--- src/shared/wwdc_pkg.sv ---
// Package for the windowed watchdog control block: register map, fields,
// reset values and timing constants.
// Assumes a Wishbone classic slave with 32-bit data, one register per word.
package wwdc_pkg;
  // Register byte addresses.
  localparam logic [7:0] ADDR_PERIOD_CTRL = 8'h00;
  localparam logic [7:0] ADDR_CLOCK_WINDOW_CTRL = 8'h04;
  localparam logic [7:0] ADDR_PRESCALE_LOW = 8'h08;
  localparam logic [7:0] ADDR_PRESCALE_HIGH = 8'h0C;
  localparam logic [7:0] ADDR_COUNT_STATE = 8'h10;
  localparam logic [7:0] ADDR_IRQ_STATUS = 8'h14;
  localparam logic [7:0] ADDR_IRQ_MASK = 8'h18;
  localparam logic [7:0] ADDR_CLEAR_CMD = 8'h1C;
  localparam logic [7:0] ADDR_RESET_CAUSE = 8'h20;
  // Field positions.
  localparam int CS_LSB = 4;
  localparam int WIN_LSB = 0;
  localparam int PS_LSB = 1;
  localparam int ON_BIT = 0;
  localparam int TMR_LSB = 3;
  localparam int ARMED_BIT = 2;
  // Configuration codes and reset values.
  localparam logic [2:0] CS_UNLOCKED = 3'h7;
  localparam logic [2:0] CS_LFOSC = 3'h0;
  localparam logic [2:0] CS_MFOSC = 3'h1;
  localparam logic [2:0] WIN_UNLOCKED = 3'h7;
  localparam logic [4:0] PS_UNLOCKED = 5'h1F;
  localparam logic [4:0] PS_DEFAULT = 5'h0B;
  localparam logic [4:0] PS_MAX_LEGAL = 5'h12;
  localparam logic [31:0] CLEAR_KEY = 32'h0000_00A5;
  // Timing: system clock and the two oscillator rates.
  localparam int SYS_CLK_HZ = 40_000_000;
  localparam int LFOSC_HZ = 31_000;
  localparam int MFOSC_HZ = 31_250;
  localparam int LF_DIV = SYS_CLK_HZ / LFOSC_HZ;
  localparam int MF_DIV = SYS_CLK_HZ / MFOSC_HZ;
  // Base prescale for code 0 is 2^5 ticks.
  localparam int PS_BASE_LOG2 = 5;
  // Interrupt status bits.
  localparam int IRQ_VIOL = 0;
  localparam int IRQ_TIMEOUT = 1;
  localparam int IRQ_CLEARED = 2;

  typedef struct packed {
    logic [2:0] clock_select;
    logic [2:0] open_fraction;
    logic [4:0] period_select;
    logic [1:0] watchdog_mode;
  } wwdc_cfg_t;

  typedef struct packed {
    logic [17:0] prescale_count;
    logic [4:0] timer_count;
    logic armed;
  } wwdc_view_t;
endpackage

--- src/logic/wwdc_tick.sv ---
// Tick divider: one-cycle enable at the selected watchdog oscillator rate.
// Assumes sys_clk at 40 MHz; reserved selects fall back to the slow rate.
`timescale 1ns/1ps
`default_nettype none
module wwdc_tick
  import wwdc_pkg::*;
(
  input wire logic sys_clk, // System clock.
  input wire logic reset_n, // Asynchronous reset, active low.
  input wire logic [2:0] clock_select, // Runtime clock select.
  output logic tick // One-cycle watchdog tick.
);
  localparam logic [10:0] LF_LAST = 11'(LF_DIV - 1);
  localparam logic [10:0] MF_LAST = 11'(MF_DIV - 1);
  logic [10:0] div_q;
  logic [10:0] last;

  assign last = (clock_select == CS_MFOSC) ? MF_LAST : LF_LAST;

  // Divider restarts on each tick, so a select change takes effect at once.
  always_ff @(posedge sys_clk or negedge reset_n) begin
    if (!reset_n) begin
      div_q <= 11'h000;
      tick <= 1'b0;
    end else if (div_q >= last) begin
      div_q <= 11'h000;
      tick <= 1'b1;
    end else begin
      div_q <= div_q + 11'h001;
      tick <= 1'b0;
    end
  end
endmodule
`default_nettype wire

--- src/logic/wwdc_top.sv ---
// Windowed watchdog control: runtime registers, window check and counters.
// Assumes a Wishbone classic master and static configuration-word inputs.
// The reset request is one cycle wide; the system side must stretch it.
// Operation
// - Clock source 000 selects slow oscillator, 001 medium; others reserved.
// - Window code n opens the last (n+1)/8 of each period.
// - Clock select resets to 000 if config is 111, else config value.
// - Window field resets to the configuration window value.
// - Clock select is read-only unless config clock select is 111.
// - Window field is read-only unless config window is 111.
// - The 18-bit prescale count is visible read-only to software.
// - Prescale bits split low byte, high byte, count register bits 1-0.
// - Five-bit timer count reads in count register bits 7-3.
// - Count register bit 2 shows the armed state.
// - Prescale and count registers are read-only and zero after reset.
// - Clock/window register bits 7 and 3 read zero, ignore writes.
// - Period select resets from config, or 01011 if config 11111.
// - Period select picks a power-of-two division of the oscillator.
//
// The register offsets and register access over Wishbone were left to the implementer.
`timescale 1ns/1ps
`default_nettype none
module wwdc_top
  import wwdc_pkg::*;
(
  input wire logic sys_clk, // System clock, 40 MHz.
  input wire logic reset_n, // Asynchronous reset, active low.
  input wire wwdc_cfg_t cfg, // Configuration word fields, static.
  input wire logic wb_cyc_i, // Wishbone cycle.
  input wire logic wb_stb_i, // Wishbone strobe.
  input wire logic wb_we_i, // Wishbone write enable.
  input wire logic [7:0] wb_adr_i, // Wishbone byte address.
  input wire logic [3:0] wb_sel_i, // Wishbone byte selects.
  input wire logic [31:0] wb_dat_i, // Wishbone write data.
  output logic [31:0] wb_dat_o, // Wishbone read data.
  output logic wb_ack_o, // Wishbone acknowledge.
  output logic irq, // Level interrupt.
  output logic sys_reset_req // One-cycle system reset request.
);
  // Runtime register fields.
  logic [2:0] cs_q;
  logic [2:0] win_q;
  logic [4:0] ps_q;
  logic on_q;

  // Counters, status and cause flags.
  logic [17:0] pre_q;
  logic [4:0] tmr_q;
  logic armed_q;
  logic [2:0] sts_q;
  logic [2:0] msk_q;
  logic viol_flag_q;
  logic wdt_flag_q;
  logic init_q;

  // Tick, enable and bus decode.
  logic tick;
  logic enabled;
  logic req;
  logic wr;
  logic rd;
  logic wr_lo;
  logic cause_wr;
  logic sts_wr;
  logic clear_req;

  // Window arithmetic and events.
  logic win_open;
  logic timeout;
  logic viol_ev;
  logic tmo_ev;
  logic good_clear;
  logic [4:0] ps_eff;
  logic [23:0] period_ticks;
  logic [22:0] elapsed;
  logic [23:0] open_ticks;
  logic [26:0] open_prod;
  logic [31:0] rdata;
  logic [2:0] ev;

  // Watchdog tick at the rate of the selected oscillator.
  wwdc_tick u_tick (
    .sys_clk(sys_clk),
    .reset_n(reset_n),
    .clock_select(cs_q),
    .tick(tick)
  );

  // A new request is one not yet acknowledged; ack comes one edge later.
  assign req = wb_cyc_i && wb_stb_i && !wb_ack_o;
  assign rd = req && !wb_we_i;
  // Writes land at the edge where the master samples ack high, so a
  // master that abandons a cycle before ack never leaves a half write.
  assign wr = wb_cyc_i && wb_stb_i && wb_we_i && wb_ack_o;
  assign wr_lo = wr && wb_sel_i[0];
  // Byte lane 0 carries every field; the other lanes are ignored except by the full-word clear command.
  assign cause_wr = wr_lo && (wb_adr_i == ADDR_RESET_CAUSE);
  assign sts_wr = wr_lo && (wb_adr_i == ADDR_IRQ_STATUS);

  // Mode 01 follows the software bit, 1x always on, 00 off.
  // The mode is a configuration strap, so software cannot stop mode 1x.
  assign enabled = cfg.watchdog_mode[1] || (cfg.watchdog_mode[0] && on_q);

  // Strap capture one edge after reset release keeps async reset constant.
  // Software must therefore wait one edge after release before access.
  always_ff @(posedge sys_clk or negedge reset_n) begin
    if (!reset_n) begin
      init_q <= 1'b1;
    end else begin
      init_q <= 1'b0;
    end
  end

  // Clock select: reset load, then writable only when unlocked.
  // A reserved code is kept as written and runs from the slow rate.
  always_ff @(posedge sys_clk or negedge reset_n) begin
    if (!reset_n) begin
      cs_q <= CS_LFOSC;
    end else if (init_q) begin
      cs_q <= (cfg.clock_select == CS_UNLOCKED) ? CS_LFOSC : cfg.clock_select;
    end else if (wr_lo && wb_adr_i == ADDR_CLOCK_WINDOW_CTRL &&
                 cfg.clock_select == CS_UNLOCKED) begin
      cs_q <= wb_dat_i[CS_LSB +: 3];
    end
  end

  // Window field: reset load, then writable only when unlocked.
  // Code 111 leaves the window open for the whole period.
  always_ff @(posedge sys_clk or negedge reset_n) begin
    if (!reset_n) begin
      win_q <= WIN_UNLOCKED;
    end else if (init_q) begin
      win_q <= cfg.open_fraction;
    end else if (wr_lo && wb_adr_i == ADDR_CLOCK_WINDOW_CTRL &&
                 cfg.open_fraction == WIN_UNLOCKED) begin
      win_q <= wb_dat_i[WIN_LSB +: 3];
    end
  end

  // Period select: reset load, then writable only when unlocked.
  always_ff @(posedge sys_clk or negedge reset_n) begin
    if (!reset_n) begin
      ps_q <= PS_DEFAULT;
    end else if (init_q) begin
      ps_q <= (cfg.period_select == PS_UNLOCKED) ? PS_DEFAULT
                                                 : cfg.period_select;
    end else if (wr_lo && wb_adr_i == ADDR_PERIOD_CTRL &&
                 cfg.period_select == PS_UNLOCKED) begin
      ps_q <= wb_dat_i[PS_LSB +: 5];
    end
  end

  // Software enable; it only matters when the mode defers to software.
  // Every reset stops a software-started watchdog until it is set again.
  always_ff @(posedge sys_clk or negedge reset_n) begin
    if (!reset_n) begin
      on_q <= 1'b0;
    end else if (wr_lo && wb_adr_i == ADDR_PERIOD_CTRL) begin
      on_q <= wb_dat_i[ON_BIT];
    end
  end

  // power-of-two period
  // Reserved codes above the largest legal one give the shortest interval.
  assign ps_eff = (ps_q > PS_MAX_LEGAL) ? 5'h00 : ps_q;
  // The longest code needs 2^23 ticks, one bit more than the count holds.
  assign period_ticks = 24'h00_0001 << (5'(PS_BASE_LOG2) + ps_eff);
  assign elapsed = {tmr_q, pre_q};

  // window open fraction
  // Open once elapsed reaches the closed (7-n)/8 share of the period.
  assign open_prod = {3'h0, period_ticks} * {24'h00_0000, 3'h7 - win_q};
  assign open_ticks = open_prod[26:3];
  assign win_open = (win_q == WIN_UNLOCKED) ||
                    ({1'b0, elapsed} >= open_ticks);
  // Expiry on the tick that would make elapsed reach the full period.
  assign timeout = tick && ({1'b0, elapsed} + 24'h00_0001 >= period_ticks);

  // Clear command needs a key so stray writes do not count as clears.
  // Only a full-word write counts; a partial write never clears.
  assign clear_req = wr && wb_sel_i == 4'hF && wb_adr_i == ADDR_CLEAR_CMD &&
                     wb_dat_i == CLEAR_KEY && enabled;

  // Count chain: 18-bit prescaler feeding the 5-bit timer count.
  // A stopped watchdog holds both at zero so a restart is a full period.
  always_ff @(posedge sys_clk or negedge reset_n) begin
    if (!reset_n) begin
      pre_q <= 18'h0_0000;
      tmr_q <= 5'h00;
    end else if (!enabled || clear_req || timeout) begin
      pre_q <= 18'h0_0000;
      tmr_q <= 5'h00;
    end else if (tick) begin
      {tmr_q, pre_q} <= elapsed + 23'h00_0001;
    end
  end

  // armed follows enable
  // Armed follows the enable one clock later rather than waiting for a tick.
  always_ff @(posedge sys_clk or negedge reset_n) begin
    if (!reset_n) begin
      armed_q <= 1'b0;
    end else begin
      armed_q <= enabled;
    end
  end

  // timeout reset
  // One pulse per violation or expiry; ticks are far apart, so no merge.
  always_ff @(posedge sys_clk or negedge reset_n) begin
    if (!reset_n) begin
      sys_reset_req <= 1'b0;
    end else begin
      sys_reset_req <= viol_ev || tmo_ev;
    end
  end

  // violation flag
  // Flags are set by hardware and cleared by writing ones; set wins.
  always_ff @(posedge sys_clk or negedge reset_n) begin
    if (!reset_n) begin
      viol_flag_q <= 1'b0;
    end else if (viol_ev) begin
      viol_flag_q <= 1'b1;
    end else if (cause_wr && wb_dat_i[IRQ_VIOL]) begin
      viol_flag_q <= 1'b0;
    end
  end

  always_ff @(posedge sys_clk or negedge reset_n) begin
    if (!reset_n) begin
      wdt_flag_q <= 1'b0;
    end else if (tmo_ev) begin
      wdt_flag_q <= 1'b1;
    end else if (cause_wr && wb_dat_i[IRQ_TIMEOUT]) begin
      wdt_flag_q <= 1'b0;
    end
  end

  // Outcome of a clear and of expiry, shared by flags and interrupts.
  assign viol_ev = clear_req && !win_open;
  assign good_clear = clear_req && win_open;
  assign tmo_ev = enabled && timeout;

  // Interrupt events: violation, timeout and a good clear.
  assign ev[IRQ_VIOL] = viol_ev;
  assign ev[IRQ_TIMEOUT] = tmo_ev;
  assign ev[IRQ_CLEARED] = good_clear;

  // Sticky status, one flop per event; an event in the clearing cycle
  // wins over the clear so that no event is ever lost.
  for (genvar gi = 0; gi < 3; gi++) begin : g_sts
    always_ff @(posedge sys_clk or negedge reset_n) begin
      if (!reset_n) begin
        sts_q[gi] <= 1'b0;
      end else if (ev[gi]) begin
        sts_q[gi] <= 1'b1;
      end else if (sts_wr && wb_dat_i[gi]) begin
        sts_q[gi] <= 1'b0;
      end
    end
  end

  // Interrupt mask, same layout as the status register.
  always_ff @(posedge sys_clk or negedge reset_n) begin
    if (!reset_n) begin
      msk_q <= 3'h0;
    end else if (wr_lo && wb_adr_i == ADDR_IRQ_MASK) begin
      msk_q <= wb_dat_i[2:0];
    end
  end

  // Interrupt output registered so it comes straight from a flop.
  always_ff @(posedge sys_clk or negedge reset_n) begin
    if (!reset_n) begin
      irq <= 1'b0;
    end else begin
      irq <= |((sts_q | ev) & msk_q);
    end
  end

  // Read multiplexer; unmapped addresses read zero.
  // Reads have no side effects, so a debug read never disturbs a count.
  always_comb begin
    rdata = 32'h0000_0000;
    unique case (wb_adr_i)
      ADDR_PERIOD_CTRL: begin
        rdata[PS_LSB +: 5] = ps_q;
        rdata[ON_BIT] = on_q;
      end
      ADDR_CLOCK_WINDOW_CTRL: begin
        rdata[CS_LSB +: 3] = cs_q;
        rdata[WIN_LSB +: 3] = win_q;
      end
      ADDR_PRESCALE_LOW: rdata[7:0] = pre_q[7:0];
      ADDR_PRESCALE_HIGH: rdata[7:0] = pre_q[15:8];
      ADDR_COUNT_STATE: begin
        rdata[TMR_LSB +: 5] = tmr_q;
        rdata[ARMED_BIT] = armed_q;
        rdata[1:0] = pre_q[17:16];
      end
      ADDR_IRQ_STATUS: rdata[2:0] = sts_q;
      ADDR_IRQ_MASK: rdata[2:0] = msk_q;
      ADDR_RESET_CAUSE: rdata[1:0] = {wdt_flag_q, viol_flag_q};
      default: rdata = 32'h0000_0000;
    endcase
  end

  // One-wait-state acknowledge: exactly one cycle after the request edge.
  always_ff @(posedge sys_clk or negedge reset_n) begin
    if (!reset_n) begin
      wb_ack_o <= 1'b0;
    end else begin
      wb_ack_o <= req;
    end
  end

  // Read data is registered with ack and zero at all other times, so a
  // stale value never sits on the bus between cycles.
  always_ff @(posedge sys_clk or negedge reset_n) begin
    if (!reset_n) begin
      wb_dat_o <= 32'h0000_0000;
    end else begin
      wb_dat_o <= rd ? rdata : 32'h0000_0000;
    end
  end
endmodule
`default_nettype wire

--- config.mk ---
export PLATFORM = sky130hd
export DESIGN_NAME = wwdc_top
export DESIGN_NICKNAME = d
export VERILOG_FILES = /design/src/shared/wwdc_pkg.sv /design/src/logic/wwdc_tick.sv /design/src/logic/wwdc_top.sv
export SDC_FILE = /design/constraint.sdc
export NUM_CORES = 1
export LEC_CHECK = 0
export ABC_CLOCK_PERIOD_IN_PS = 6500
export BUFFER_PORTS_ARGS = -buffer_cell sky130_fd_sc_hd__buf_2
export CORE_ASPECT_RATIO = 0.8
export CORE_MARGIN = 2
export CORE_UTILIZATION = 60
export DETAILED_ROUTE_END_ITERATION = 10
export PLACE_DENSITY = 0.82
export SYNTH_ARGS = -nofsm -noshare
export SYNTH_HDL_FRONTEND = slang
export SYNTH_SLANG_ARGS = --single-unit
--- constraint.sdc ---
create_clock -name sys_clk -period 6.5 [get_ports sys_clk]
set_input_delay 1.3 -clock sys_clk [delete_from_list [all_inputs] [get_ports sys_clk]]
set_output_delay 1.3 -clock sys_clk [all_outputs]
set_load 0.1 [all_outputs]
======== Word-level counts from Yosys, hierarchy flattened ========
Cells that the tools add are included.
storage, ports and cells
  flip-flop bits (word level) ............. 68
  logic and storage cells ................. 129
cells by class
  add/sub/neg operators ................... 5
  $mul .................................... 1
  order comparisons ....................... 4
  eq/ne operators ......................... 15
  shift-type cells ........................ 1
  multiplexer cells ....................... 33
  bitwise gates (word level) .............. 2
  reductions and logical operators ........ 48
operators by type and width
  kind                     count
  $mux W18                 2
  $eq A32 B8 Y1 const B    1
  $eq A8 B5 Y1 const B     4
  $mux W5                  6
  $logic_and A1 B1 Y1      28
  $mul A24 B3 Y27          1
  $add A23 B1 Y24 const B  1
  $ge A23 B24 Y1           1
  $ge A24 B24 Y1           1
  $shl A1 B5 Y24 const A   1
  $add A23 B1 Y23 const B  1
  $reduce_bool A2 Y1       9
  $eq A8 B4 Y1 const B     2
  $pmux W2 S8              1
  $mux W3                  5
  $add A11 B1 Y11 const B  1
  $ge A11 B11 Y1           1
  $mux W1                  11
  $mux W11                 1
  $pmux W2 S5              1
  $eq A3 B3 Y1 const B     3
  $mux W9                  1
  $eq A8 B3 Y1 const B     1
  $eq A8 B6 Y1 const B     1
  other kinds (16)         24

======== Longest topological paths before layout ========
Gate-level depths: netlist of the first run.
  word-level depth ........................ 12
  gate-level depth with buffers ........... 25
  mapped depth without buffers ............ 24

======== By module ========
From an unflattened synthesis of the first run, not the netlist that was laid out.
second synthesis, totals
  cells, all modules ...................... 887
  area total of the unflattened synthesis .. 7370.8 sq um
by module, submodules not included
  module     times used  cells each  area an instance (sq um)  sequential area each (sq um)
  wwdc_top   1           817         6666.4                    1410.1
  wwdc_tick  1           70          704.4                     300.3

======== Worst setup path before layout of the first run ========
Ideal clock, no wire load.
  path kind ............................... reg-to-reg
  start ................................... register ps_q[4]
  end ..................................... register irq
  library setup time ...................... 0.143 ns
  arrival ................................. 4.905 ns
  required time ........................... 6.357 ns
  setup slack ............................. 1.452 ns
  stages on the path, launching flop included .. 25
  clock period less this slack ............ 5.048 ns
  path through ............................ dfrtp_1 > nor2_1 > and2_1 > nand2_1 > or2_2 > fa_1 > inv_1 > ha_1 > a21o_1 > a21o_1 > a2111oi_4 > o31ai_2 > nand4_1 > nand2_2 > a21o_1 > a21oi_2 > xnor2_1 > ha_1 > a21o_1 > a21oi_1 > nor4b_1 > o211ai_1 > o211ai_2 > mux2i_1 > o211ai_1
between the ends
  word-level cells in the longest chain between the ends .. 12
  elaborated cells between the ends (all ways) .. 16
RTL lines
  element                 RTL line         text
  from (decl)             wwdc_top.sv:43   logic [4:0] ps_q;
  from (signal assigned)  wwdc_top.sv:145  ps_q <= (cfg.period_select == PS_UNLOCKED) ? PS_DEFAULT
  from (signal assigned)  wwdc_top.sv:149  ps_q <= wb_dat_i[PS_LSB +: 5];
  $gt A5 B5 Y1            wwdc_top.sv:165  assign ps_eff = (ps_q > PS_MAX_LEGAL) ? 5'h00 : ps_q;
  $mux W5 (*)             wwdc_top.sv:165
  $add A3 B5 Y5 (*)       wwdc_top.sv:167  assign period_ticks = 24'h00_0001 << (5'(PS_BASE_LOG2) + ps_eff);
  $shl A1 B5 Y24 (*)      wwdc_top.sv:167
  $mul A24 B3 Y27         wwdc_top.sv:172  assign open_prod = {3'h0, period_ticks} * {24'h00_0000, 3'h7 - win_q};
  $ge A23 B24 Y1          wwdc_top.sv:175  ({1'b0, elapsed} >= open_ticks);
  $logic_or A1 B1 Y1      wwdc_top.sv:174  assign win_open = (win_q == WIN_UNLOCKED) ||
  $logic_not A1 Y1        wwdc_top.sv:241  assign viol_ev = clear_req && !win_open;
  $logic_and A1 B1 Y1     wwdc_top.sv:241
  $or A3 B3 Y3 (*)        wwdc_top.sv:278  irq <= |((sts_q | ev) & msk_q);
  $and A3 B3 Y3 (*)       wwdc_top.sv:278
  $reduce_or A3 Y1 (*)    wwdc_top.sv:278
  to (signal assigned)    wwdc_top.sv:278
  to (decl)               wwdc_top.sv:37   output logic irq,
Mark *: on every way between the ends. The rest lies on a longest branch, timed or not.
A chain may end at the register's enable or synchronous reset.

======== Final worst setup path of the first run ========
  start ................................... register ps_q[3]
  end ..................................... register irq
Same word-level chain as after synthesis.

==> load_flow_metrics.sql, run 1 <==
INSERT INTO impl_metrics (metric_group, metric, value, unit) VALUES
('status', 'status', 'complete, no violations', ''),
('synth', 'synthAdderAreaFrac', '19.79', '%'),
('critical_path', 'worst_ep_arrival_time', '6.05', 'ns'),
('global_routing', 'grtUsageTotal', '28.36', '%'),
('synth', 'synth_simple_gate_area_share', '24.01', '%'),
('synth', 'synth-xor-area-share', '8.185', '%'),
('die', 'die_area', '13210', 'um2'),
('sta', 'post-route-period-util', '90.11', '%'),
('clocking', 'clkSinkCount', '68', ''),
('synth', 'yosysWarnings', '0', ''),
('critical_path', 'worstSetupEndpointType', 'flip-flop', ''),
('die', 'initial_utilization', '61.16', '%'),
('clocking', 'clock_tree.root_cell', 'sky130_fd_sc_hd__clkbuf_16', ''),
('final_layout', 'final_cells', '1097', ''),
('global_routing', 'grt_pass1_vias', '6176', ''),
('global_routing', 'grt_first_pass_wirelength', '29660', 'um'),
('routing', 'drtAntennaViolNets', '0', ''),
('critical_path', 'worstSetupPathType', 'flip-flop to flip-flop', ''),
('synth', 'post-synth-top-area-cell', 'sky130_fd_sc_hd__dfrtp_1', ''),
('power_and_ir_drop', 'switch_pwr', '398.2', 'uW'),
('power_and_ir_drop', 'swShare', '30.86', '%'),
('power_and_ir_drop', 'max-vdd-ir-drop', '0.1685', 'mV'),
('clocking', 'clk_pin_slew_worst_paths', '0.05', 'ns'),
('routing', 'drc', '0', ''),
('synth', 'synth.top_cell.area_share', '20.67', '%'),
('sta', 'highest_clock_rate', '170.7', 'MHz'),
('die', 'die_w', '128.0', 'um'),
('clocking', 'cts_htree_levels', '3', ''),
('die', 'pin_count', '97', ''),
('sta', 'fin_worst_skew', '0.006134', 'ns'),
('power_and_ir_drop', 'share_clk_of_total_power', '40.9', '%'),
('clocking', 'cts_tree', 'done', ''),
('power_and_ir_drop', 'leakage', '0.004086', 'uW'),
('power_and_ir_drop', 'p_comb_share', '23.7', '%'),
('synth', 'main_combinational_cell_family_by_area_after_synthesis', 'simple AND/OR/NAND/NOR gates', ''),
('sta', 'worst_slew_margin_rel', '40.56', '%'),
('final_layout', 'num-nets-final', '1106', ''),
('global_routing', 'grt_max_degree', '69', ''),
('power_and_ir_drop', 'p_int', '892.0', 'uW'),
('sta', 'setup_ws', '0.6430', 'ns'),
('place', 'place.port_buffers', '72', ''),
('clocking', 'cts_hold_buffers', '0', ''),
('synth', 'synth.most_common_cell', 'sky130_fd_sc_hd__ha_1', ''),
('synth', 'synth-compound-area-share', '14.42', '%'),
('synth', 'number_of_flops_mapped_to_enable_cells_by_yosys', '0', ''),
('global_routing', 'grt.overflow.total', '0', ''),
('run', 'maxCapViolations', '0', ''),
('sta', 'setup_viol_count_final', '0', ''),
('place', 'place.detailed.hpwl', '13870', 'um'),
('critical_path', 'crit_required', '6.69', 'ns'),
('routing', 'drt-vias-per-instance', '5.839', ''),
('synth', 'synthesis.area', '7383', 'um2'),
('synth', 'yosys.cell_types.count', '72', ''),
('synth', 'post_synth.cell_area_avg', '8.526', 'um2'),
('routing', 'route.final.wire_length', '17810', 'um'),
('power_and_ir_drop', 'share_seq_of_total_power', '35.4', '%'),
('sta', 'grt_setup_unrepaired', 'no', ''),
('synth', 'postSynth.asyncResetShare', '100.0', '%'),
('synth', 'synth_common_cells', 'sky130_fd_sc_hd__ha_1 (80), sky130_fd_sc_hd__nor2_1 (77), sky130_fd_sc_hd__nand2_1 (75), sky130_fd_sc_hd__inv_1 (63), sky130_fd_sc_hd__dfrtp_1 (61)', ''),
('sta', 'finalMaxSlewViolations', '0', ''),
('routing', 'detail_route.iter0.violations', '552', ''),
('place', 'dp.cells', '1082', ''),
('clocking', 'worst_skew_pair.late_latency', '0.33', 'ns'),
('die', 'num_rows', '36', ''),
('global_routing', 'grt_antenna_before_repair', '0', ''),
('sta', 'hold_violations', '0', ''),
('synth', 'yosys-mux-area-fraction', '2.898', '%'),
('critical_path', 'critical_path_launch_point_type', 'flip-flop', ''),
('power_and_ir_drop', 'p_per_area', '159.0', 'nW/um2'),
('routing', 'detailedRoute.firstPassIterationCount', '6', ''),
('sta', 'tns', '0', 'ns');
## state kept, by name, indices dropped and copies added (netlist names)
register	cells
tmr_q	5
u_tick.div_q	11
cs_q	3
viol_flag_q	1
on_q	1
pre_q	18
init_q	1
win_q	3
sys_reset_req	1
wb_ack_o	1
ps_q	5
armed_q	1
wdt_flag_q	1
u_tick.tick	1
wb_dat_o	8
irq	1
msk_q	3
sts_q	3
## placed cells by master, fill, tap and decap left out, types with 8 or more instances in the layout
cell type / n
sky130_fd_sc_hd__a21o_1: 26
sky130_fd_sc_hd__a21oi_1: 33
sky130_fd_sc_hd__a22oi_1: 14
sky130_fd_sc_hd__and2_1: 13
sky130_fd_sc_hd__and3_1: 12
sky130_fd_sc_hd__buf_2: 72
sky130_fd_sc_hd__clkbuf_16: 9
sky130_fd_sc_hd__conb_1: 43
sky130_fd_sc_hd__dfrtp_1: 61
sky130_fd_sc_hd__fa_1: 23
sky130_fd_sc_hd__ha_1: 80
sky130_fd_sc_hd__inv_1: 63
sky130_fd_sc_hd__mux2_2: 11
sky130_fd_sc_hd__mux2i_1: 9
sky130_fd_sc_hd__nand2_1: 75
sky130_fd_sc_hd__nand2b_1: 21
sky130_fd_sc_hd__nand3_1: 21
sky130_fd_sc_hd__nand4_1: 17
sky130_fd_sc_hd__nor2_1: 77
sky130_fd_sc_hd__nor2b_1: 10
sky130_fd_sc_hd__nor3_1: 8
sky130_fd_sc_hd__o21ai_0: 31
sky130_fd_sc_hd__or2_2: 34
sky130_fd_sc_hd__or3_1: 11
sky130_fd_sc_hd__xnor2_1: 23
sky130_fd_sc_hd__xor2_1: 46
## worst max-delay path, stage by stage, from the launching register on
cell and delay, ns:
sky130_fd_sc_hd__dfstp_2 0.62, sky130_fd_sc_hd__nor2b_1 0.39, sky130_fd_sc_hd__nand2_1 0.24, sky130_fd_sc_hd__or2_2 0.35, sky130_fd_sc_hd__fa_1 0.53, sky130_fd_sc_hd__inv_1 0.04
sky130_fd_sc_hd__ha_1 0.32, sky130_fd_sc_hd__a21o_1 0.19, sky130_fd_sc_hd__a21o_1 0.17, sky130_fd_sc_hd__a221oi_1 0.31, sky130_fd_sc_hd__o31ai_2 0.18, sky130_fd_sc_hd__nand4_1 0.17
sky130_fd_sc_hd__nand2_2 0.08, sky130_fd_sc_hd__a21o_1 0.20, sky130_fd_sc_hd__a21oi_2 0.14, sky130_fd_sc_hd__xnor2_1 0.13, sky130_fd_sc_hd__ha_1 0.26, sky130_fd_sc_hd__a21o_1 0.18
sky130_fd_sc_hd__a21oi_1 0.23, sky130_fd_sc_hd__nor4b_1 0.30, sky130_fd_sc_hd__o211ai_1 0.20, sky130_fd_sc_hd__o211ai_2 0.15, sky130_fd_sc_hd__mux2i_1 0.23, sky130_fd_sc_hd__o211ai_1 0.10
## final timing paths
check	start	endpoint	slack, ns	cells after the start
setup reg to reg	ps_q[3]	irq	0.64	23
hold reg to reg	viol_flag_q	viol_flag_q	0.49	2
hold / removal	viol_flag_q	viol_flag_q	0.49	2
setup / recovery	ps_q[3]	irq	0.64	23
max in group asynchronous	reset_n	pre_q[2]	4.78	2
min in group asynchronous	reset_n	msk_q[1]	1.14	2
## area by class of cell
cell class                 instances  area, um2  area share, %
timing repair buffer              73      367.9          4.533
tap                              152      190.2          2.344
clock inverter                     4      72.57         0.8942
clock buffer                      11      252.7          3.114
multi-input combinational        726       5285          65.12
inverter                          63      236.5          2.914
sequential                        68       1710          21.08
## power by group through the flow
| stage | registers, uW | clock network (uW) | logic, uW |
|---|---|---|---|
| after floorplan | 450 | 0 | 246 |
| after global placement | 462 | 0 | 292 |
| after detailed placement | 463 | 0 | 296 |
| after CTS | 456 | 533 | 299 |
| after global routing | 459 | 550 | 338 |
| final | 457 | 527 | 305 |
## stage by stage
stage          hold slack [ns]  utilization [%]  cell area, um2  total power [uW]
2_1_floorplan           0.4461                -            7537             696.2
3_3_place_gp            0.4632            64.48            7784             754.5
3_5_place_dp            0.4810            64.48            7784             759.6
4_1_cts                 0.4891            67.17            8109              1288
5_1_grt                 0.5232            67.23            8115              1347
6_report                0.4859            67.23            8115              1290
## timing repair
item	CTS	global route
gates resized for setup	0	1
endpoints found under the hold margin	0	0
setup endpoints to repair	0	1
## layer usage
metal	wire (um)	share of wire (%)	up-vias	track usage (%)
li1	-	-	3086	-
met1	8209	46	3016	40.44
met2	7953	45	274	44.71
met3	1366	7.7	29	4.372
met4	284	1.6	0	9.383
met5	0	0	-	0
## logic make-up after synthesis
| logic type | after synthesis |
|---|---|
| AO/OA/AOI/OAI | 156 |
| XOR/XNOR | 69 |
| adder cells (fa/ha/maj) | 103 |
| buffers and inverters | 113 |
| flip-flops | 68 |
| multiplexers | 20 |
| other | 2 |
| AND/OR/NAND/NOR | 335 |
No activity file was read; power rests on OpenSTA's default activity.
==> inputs of run 2 (changes only) <==
--- a/config.mk
+++ b/config.mk
@@ -11,7 +11,7 @@
 export CORE_MARGIN = 2
 export CORE_UTILIZATION = 60
 export DETAILED_ROUTE_END_ITERATION = 10
-export PLACE_DENSITY = 0.82
+export PLACE_DENSITY_LB_ADDON = 0.3
 export SYNTH_ARGS = -nofsm -noshare
 export SYNTH_HDL_FRONTEND = slang
 export SYNTH_SLANG_ARGS = --single-unit
==> load_flow_metrics.sql, run 2 (synthesis gave the netlist of run 1 again) <==
INSERT INTO impl_metrics (metric_group, metric, value, unit) VALUES
('routing', 'routed-via-count', '6305', ''),
('sta', 'hold_violations', '0', ''),
('critical_path', 'crit_required', '6.75', 'ns'),
('final_layout', 'syn_to_final_growth', '9.168', '%'),
('critical_path', 'worst_r2r_startpoint', 'ps_q[4]', ''),
('global_routing', 'grt_pass1_vias', '6018', ''),
('global_routing', 'grt.overflow.total', '0', ''),
('die', 'pin_count', '97', ''),
('sta', 'slew_at_the_pin_with_the_worst_max_slew_slack', '0.8863', 'ns'),
('die', 'die_h', '103.2', 'um'),
('routing', 'detailedRoute.firstPassIterationCount', '6', ''),
('die', 'initial_utilization', '61.16', '%'),
('critical_path', 'timing.critical_path.from', 'ps_q[4]', ''),
('clocking', 'clkSinkCount', '68', ''),
('min_path', 'hp-class', 'flip-flop to flip-flop', ''),
('clocking', 'post_cts_resize_count', '0', ''),
('sta', 'highest_clock_rate', '170.5', 'MHz'),
('clocking', 'clk_pin_slew_worst_paths', '0.05', 'ns'),
('clocking', 'cts_tree', 'done', ''),
('critical_path', 'critical_path_launch_point_type', 'flip-flop', ''),
('critical_path', 'worstSetupPathType', 'flip-flop to flip-flop', ''),
('status', 'status', 'complete, no violations', ''),
('clocking', 'cts_htree_levels', '3', ''),
('critical_path', 'worstPathMaxFanout', '7', ''),
('final_layout', 'largest_registers', 'pre_q (18), u_tick.div_q (11), wb_dat_o (8)', ''),
('power_and_ir_drop', 'max-vdd-ir-drop', '0.1345', 'mV'),
('critical_path', 'worstSetupEndpointType', 'flip-flop', ''),
('place', 'place_area', '7784', 'um2'),
('sta', 'finalMaxSlewViolations', '0', ''),
('routing', 'detail_route.iter0.violations', '578', ''),
('final_layout', 'mostFrequentLayoutCell', 'sky130_fd_sc_hd__ha_1', ''),
('clocking', 'clock_tree.root_cell', 'sky130_fd_sc_hd__clkbuf_16', ''),
('critical_path', 'timing.critical_path.cells', 'nor2_1 -> and2_1 -> nand2_1 -> or2_2 -> fa_1 -> inv_1 -> ha_1 -> a21o_1 -> a21o_1 -> a2111oi_4 -> o31ai_2 -> nand4_1 -> nand2_2 -> a21o_1 -> a21oi_2 -> xnor2_1 -> ha_1 -> a21o_1 -> a21oi_1 -> nor4b_1 -> o211ai_1 -> o211ai_2 -> nand3_1 -> a22oi_1', ''),
('global_routing', 'grt_max_degree', '69', ''),
('sta', 'timing.final.crit_period', '5.865', 'ns'),
('critical_path', 'slowest_stage', 'sky130_fd_sc_hd__fa_1', ''),
('place', 'dp.cells', '1082', ''),
('routing', 'drtAntennaViolNets', '0', ''),
('die', 'num_rows', '36', ''),
('clocking', 'cts_inserted_buffers', '9', ''),
('sta', 'tns', '0', 'ns'),
('critical_path', 'crit_path_max_incr_delay', '0.54', 'ns'),
('die', 'die_w', '128.0', 'um'),
('final_layout', 'final_design_area_no_fill', '8060', 'um2'),
('final_layout', 'num-nets-final', '1106', ''),
('final_layout', 'largest_reg_flops', '18', ''),
('global_routing', 'grt_first_pass_wirelength', '29940', 'um'),
('routing', 'drt-vias-per-instance', '5.747', ''),
('die', 'die_area', '13210', 'um2'),
('routing', 'drc', '0', ''),
('run', 'maxCapViolations', '0', ''),
('sta', 'fin_worst_skew', '0.004697', 'ns'),
('sta', 'grt_setup_unrepaired', 'no', ''),
('routing', 'post_drt_wl_per_cell', '16.27', 'um'),
('final_layout', 'drive_gt1_share', '17.14', '%'),
('global_routing', 'grtUsageTotal', '28.62', '%'),
('clocking', 'worst_skew_pair.late_latency', '0.33', 'ns'),
('critical_path', 'worst_ep_arrival_time', '6.11', 'ns'),
('clocking', 'cts_hold_buffers', '0', ''),
('clocking', 'postCtsSetupBuffers', '0', ''),
('place', 'place.detailed.hpwl', '13870', 'um'),
('min_path', 'worstHoldStart', 'wb_ack_o', ''),
('global_routing', 'grt_antenna_before_repair', '0', ''),
('die', 'core_region_area', '12070', 'um2'),
('power_and_ir_drop', 'p_per_area', '149.3', 'nW/um2'),
('place', 'place.port_buffers', '72', ''),
('final_layout', 'top_reg_by_flops', 'pre_q', ''),
('sta', 'worst_slew_margin_rel', '40.91', '%'),
('clocking', 'clock_path_buffers', '2', ''),
('sta', 'setup_viol_count_final', '0', ''),
('routing', 'route.final.wire_length', '17850', 'um'),
('final_layout', 'antennaDiodeCount', '0', ''),
('place', 'place.gp.congestion', '0.9778', ''),
('critical_path', 'critical-path-top-cell-by-count', 'sky130_fd_sc_hd__a21o_1', ''),
('final_layout', 'layout.cells.most_common_list', 'sky130_fd_sc_hd__ha_1 (80), sky130_fd_sc_hd__nor2_1 (77), sky130_fd_sc_hd__nand2_1 (75), sky130_fd_sc_hd__buf_2 (72), sky130_fd_sc_hd__inv_1 (63)', ''),
('power_and_ir_drop', 'leakage', '0.004064', 'uW'),
('final_layout', 'final_cells', '1097', ''),
('sta', 'post-route-period-util', '90.23', '%');
-- run 2: layout make-up --
class                           instances  area (um2)
Multi-Input combinational cell        726        5285
Fill cell                            1025        4011
Sequential cell                        68        1710
Timing Repair Buffer                   73       367.9
Clock buffer                           13       260.3
Inverter                               63       236.5
Tap cell                              152       190.2
Clock inverter                          2       10.01
-- run 2: worst paths after layout --
check,end,slack (ns),depth (start not counted)
setup / recovery,sts_q[0],0.63,24
hold / removal,wb_ack_o,0.50,1
setup reg to reg,sts_q[0],0.63,24
hold reg to reg,wb_ack_o,0.50,1
max in group asynchronous,pre_q[4],4.79,2
min in group asynchronous,msk_q[1],1.15,2
-- run 2: report_power, final --
part | internal [uW] | switching [uW] | leakage [uW]
sequential | 435 | 21.9 | 0.000895
clock | 275 | 167 | 0.000135
combinational | 104 | 201 | 0.00303
-- run 2: stage by stage --
stage / hold slack, ns / total power, uW / setup slack [ns] / util, %
after floorplan: 0.4461 / 696.2 / 1.452 / -
after global placement: 0.4682 / 755.0 / 0.7955 / 64.48
after detailed placement: 0.4850 / 759.1 / 0.6377 / 64.48
after CTS: 0.4951 / 1199 / 0.5523 / 66.72
after global routing: 0.5246 / 1265 / 0.2215 / 66.77
final: 0.4967 / 1203 / 0.6348 / 66.77
-- run 2: routing by layer --
| metal | up-vias | GRT usage (%) | routed length [um] |
|---|---|---|---|
| li1 | 3076 | - | - |
| met1 | 2991 | 41.28 | 8397 |
| met2 | 218 | 46.61 | 8086 |
| met5 | - | 0 | 0 |
| met4 | 0 | 4.396 | 170 |
| met3 | 20 | 4.938 | 1195 |
-- run 2: worst max-delay path: cells and delay by family, from the launching register on --
family,cells,cell delay (ns)
buffers and inverters,1,0.04
adders and majority gates,3,1.14
xor gates and xnor gates,1,0.13
AOI/OAI and AO/OA,11,2.29
and+or+nand+nor,8,1.69
DFF,1,0.47
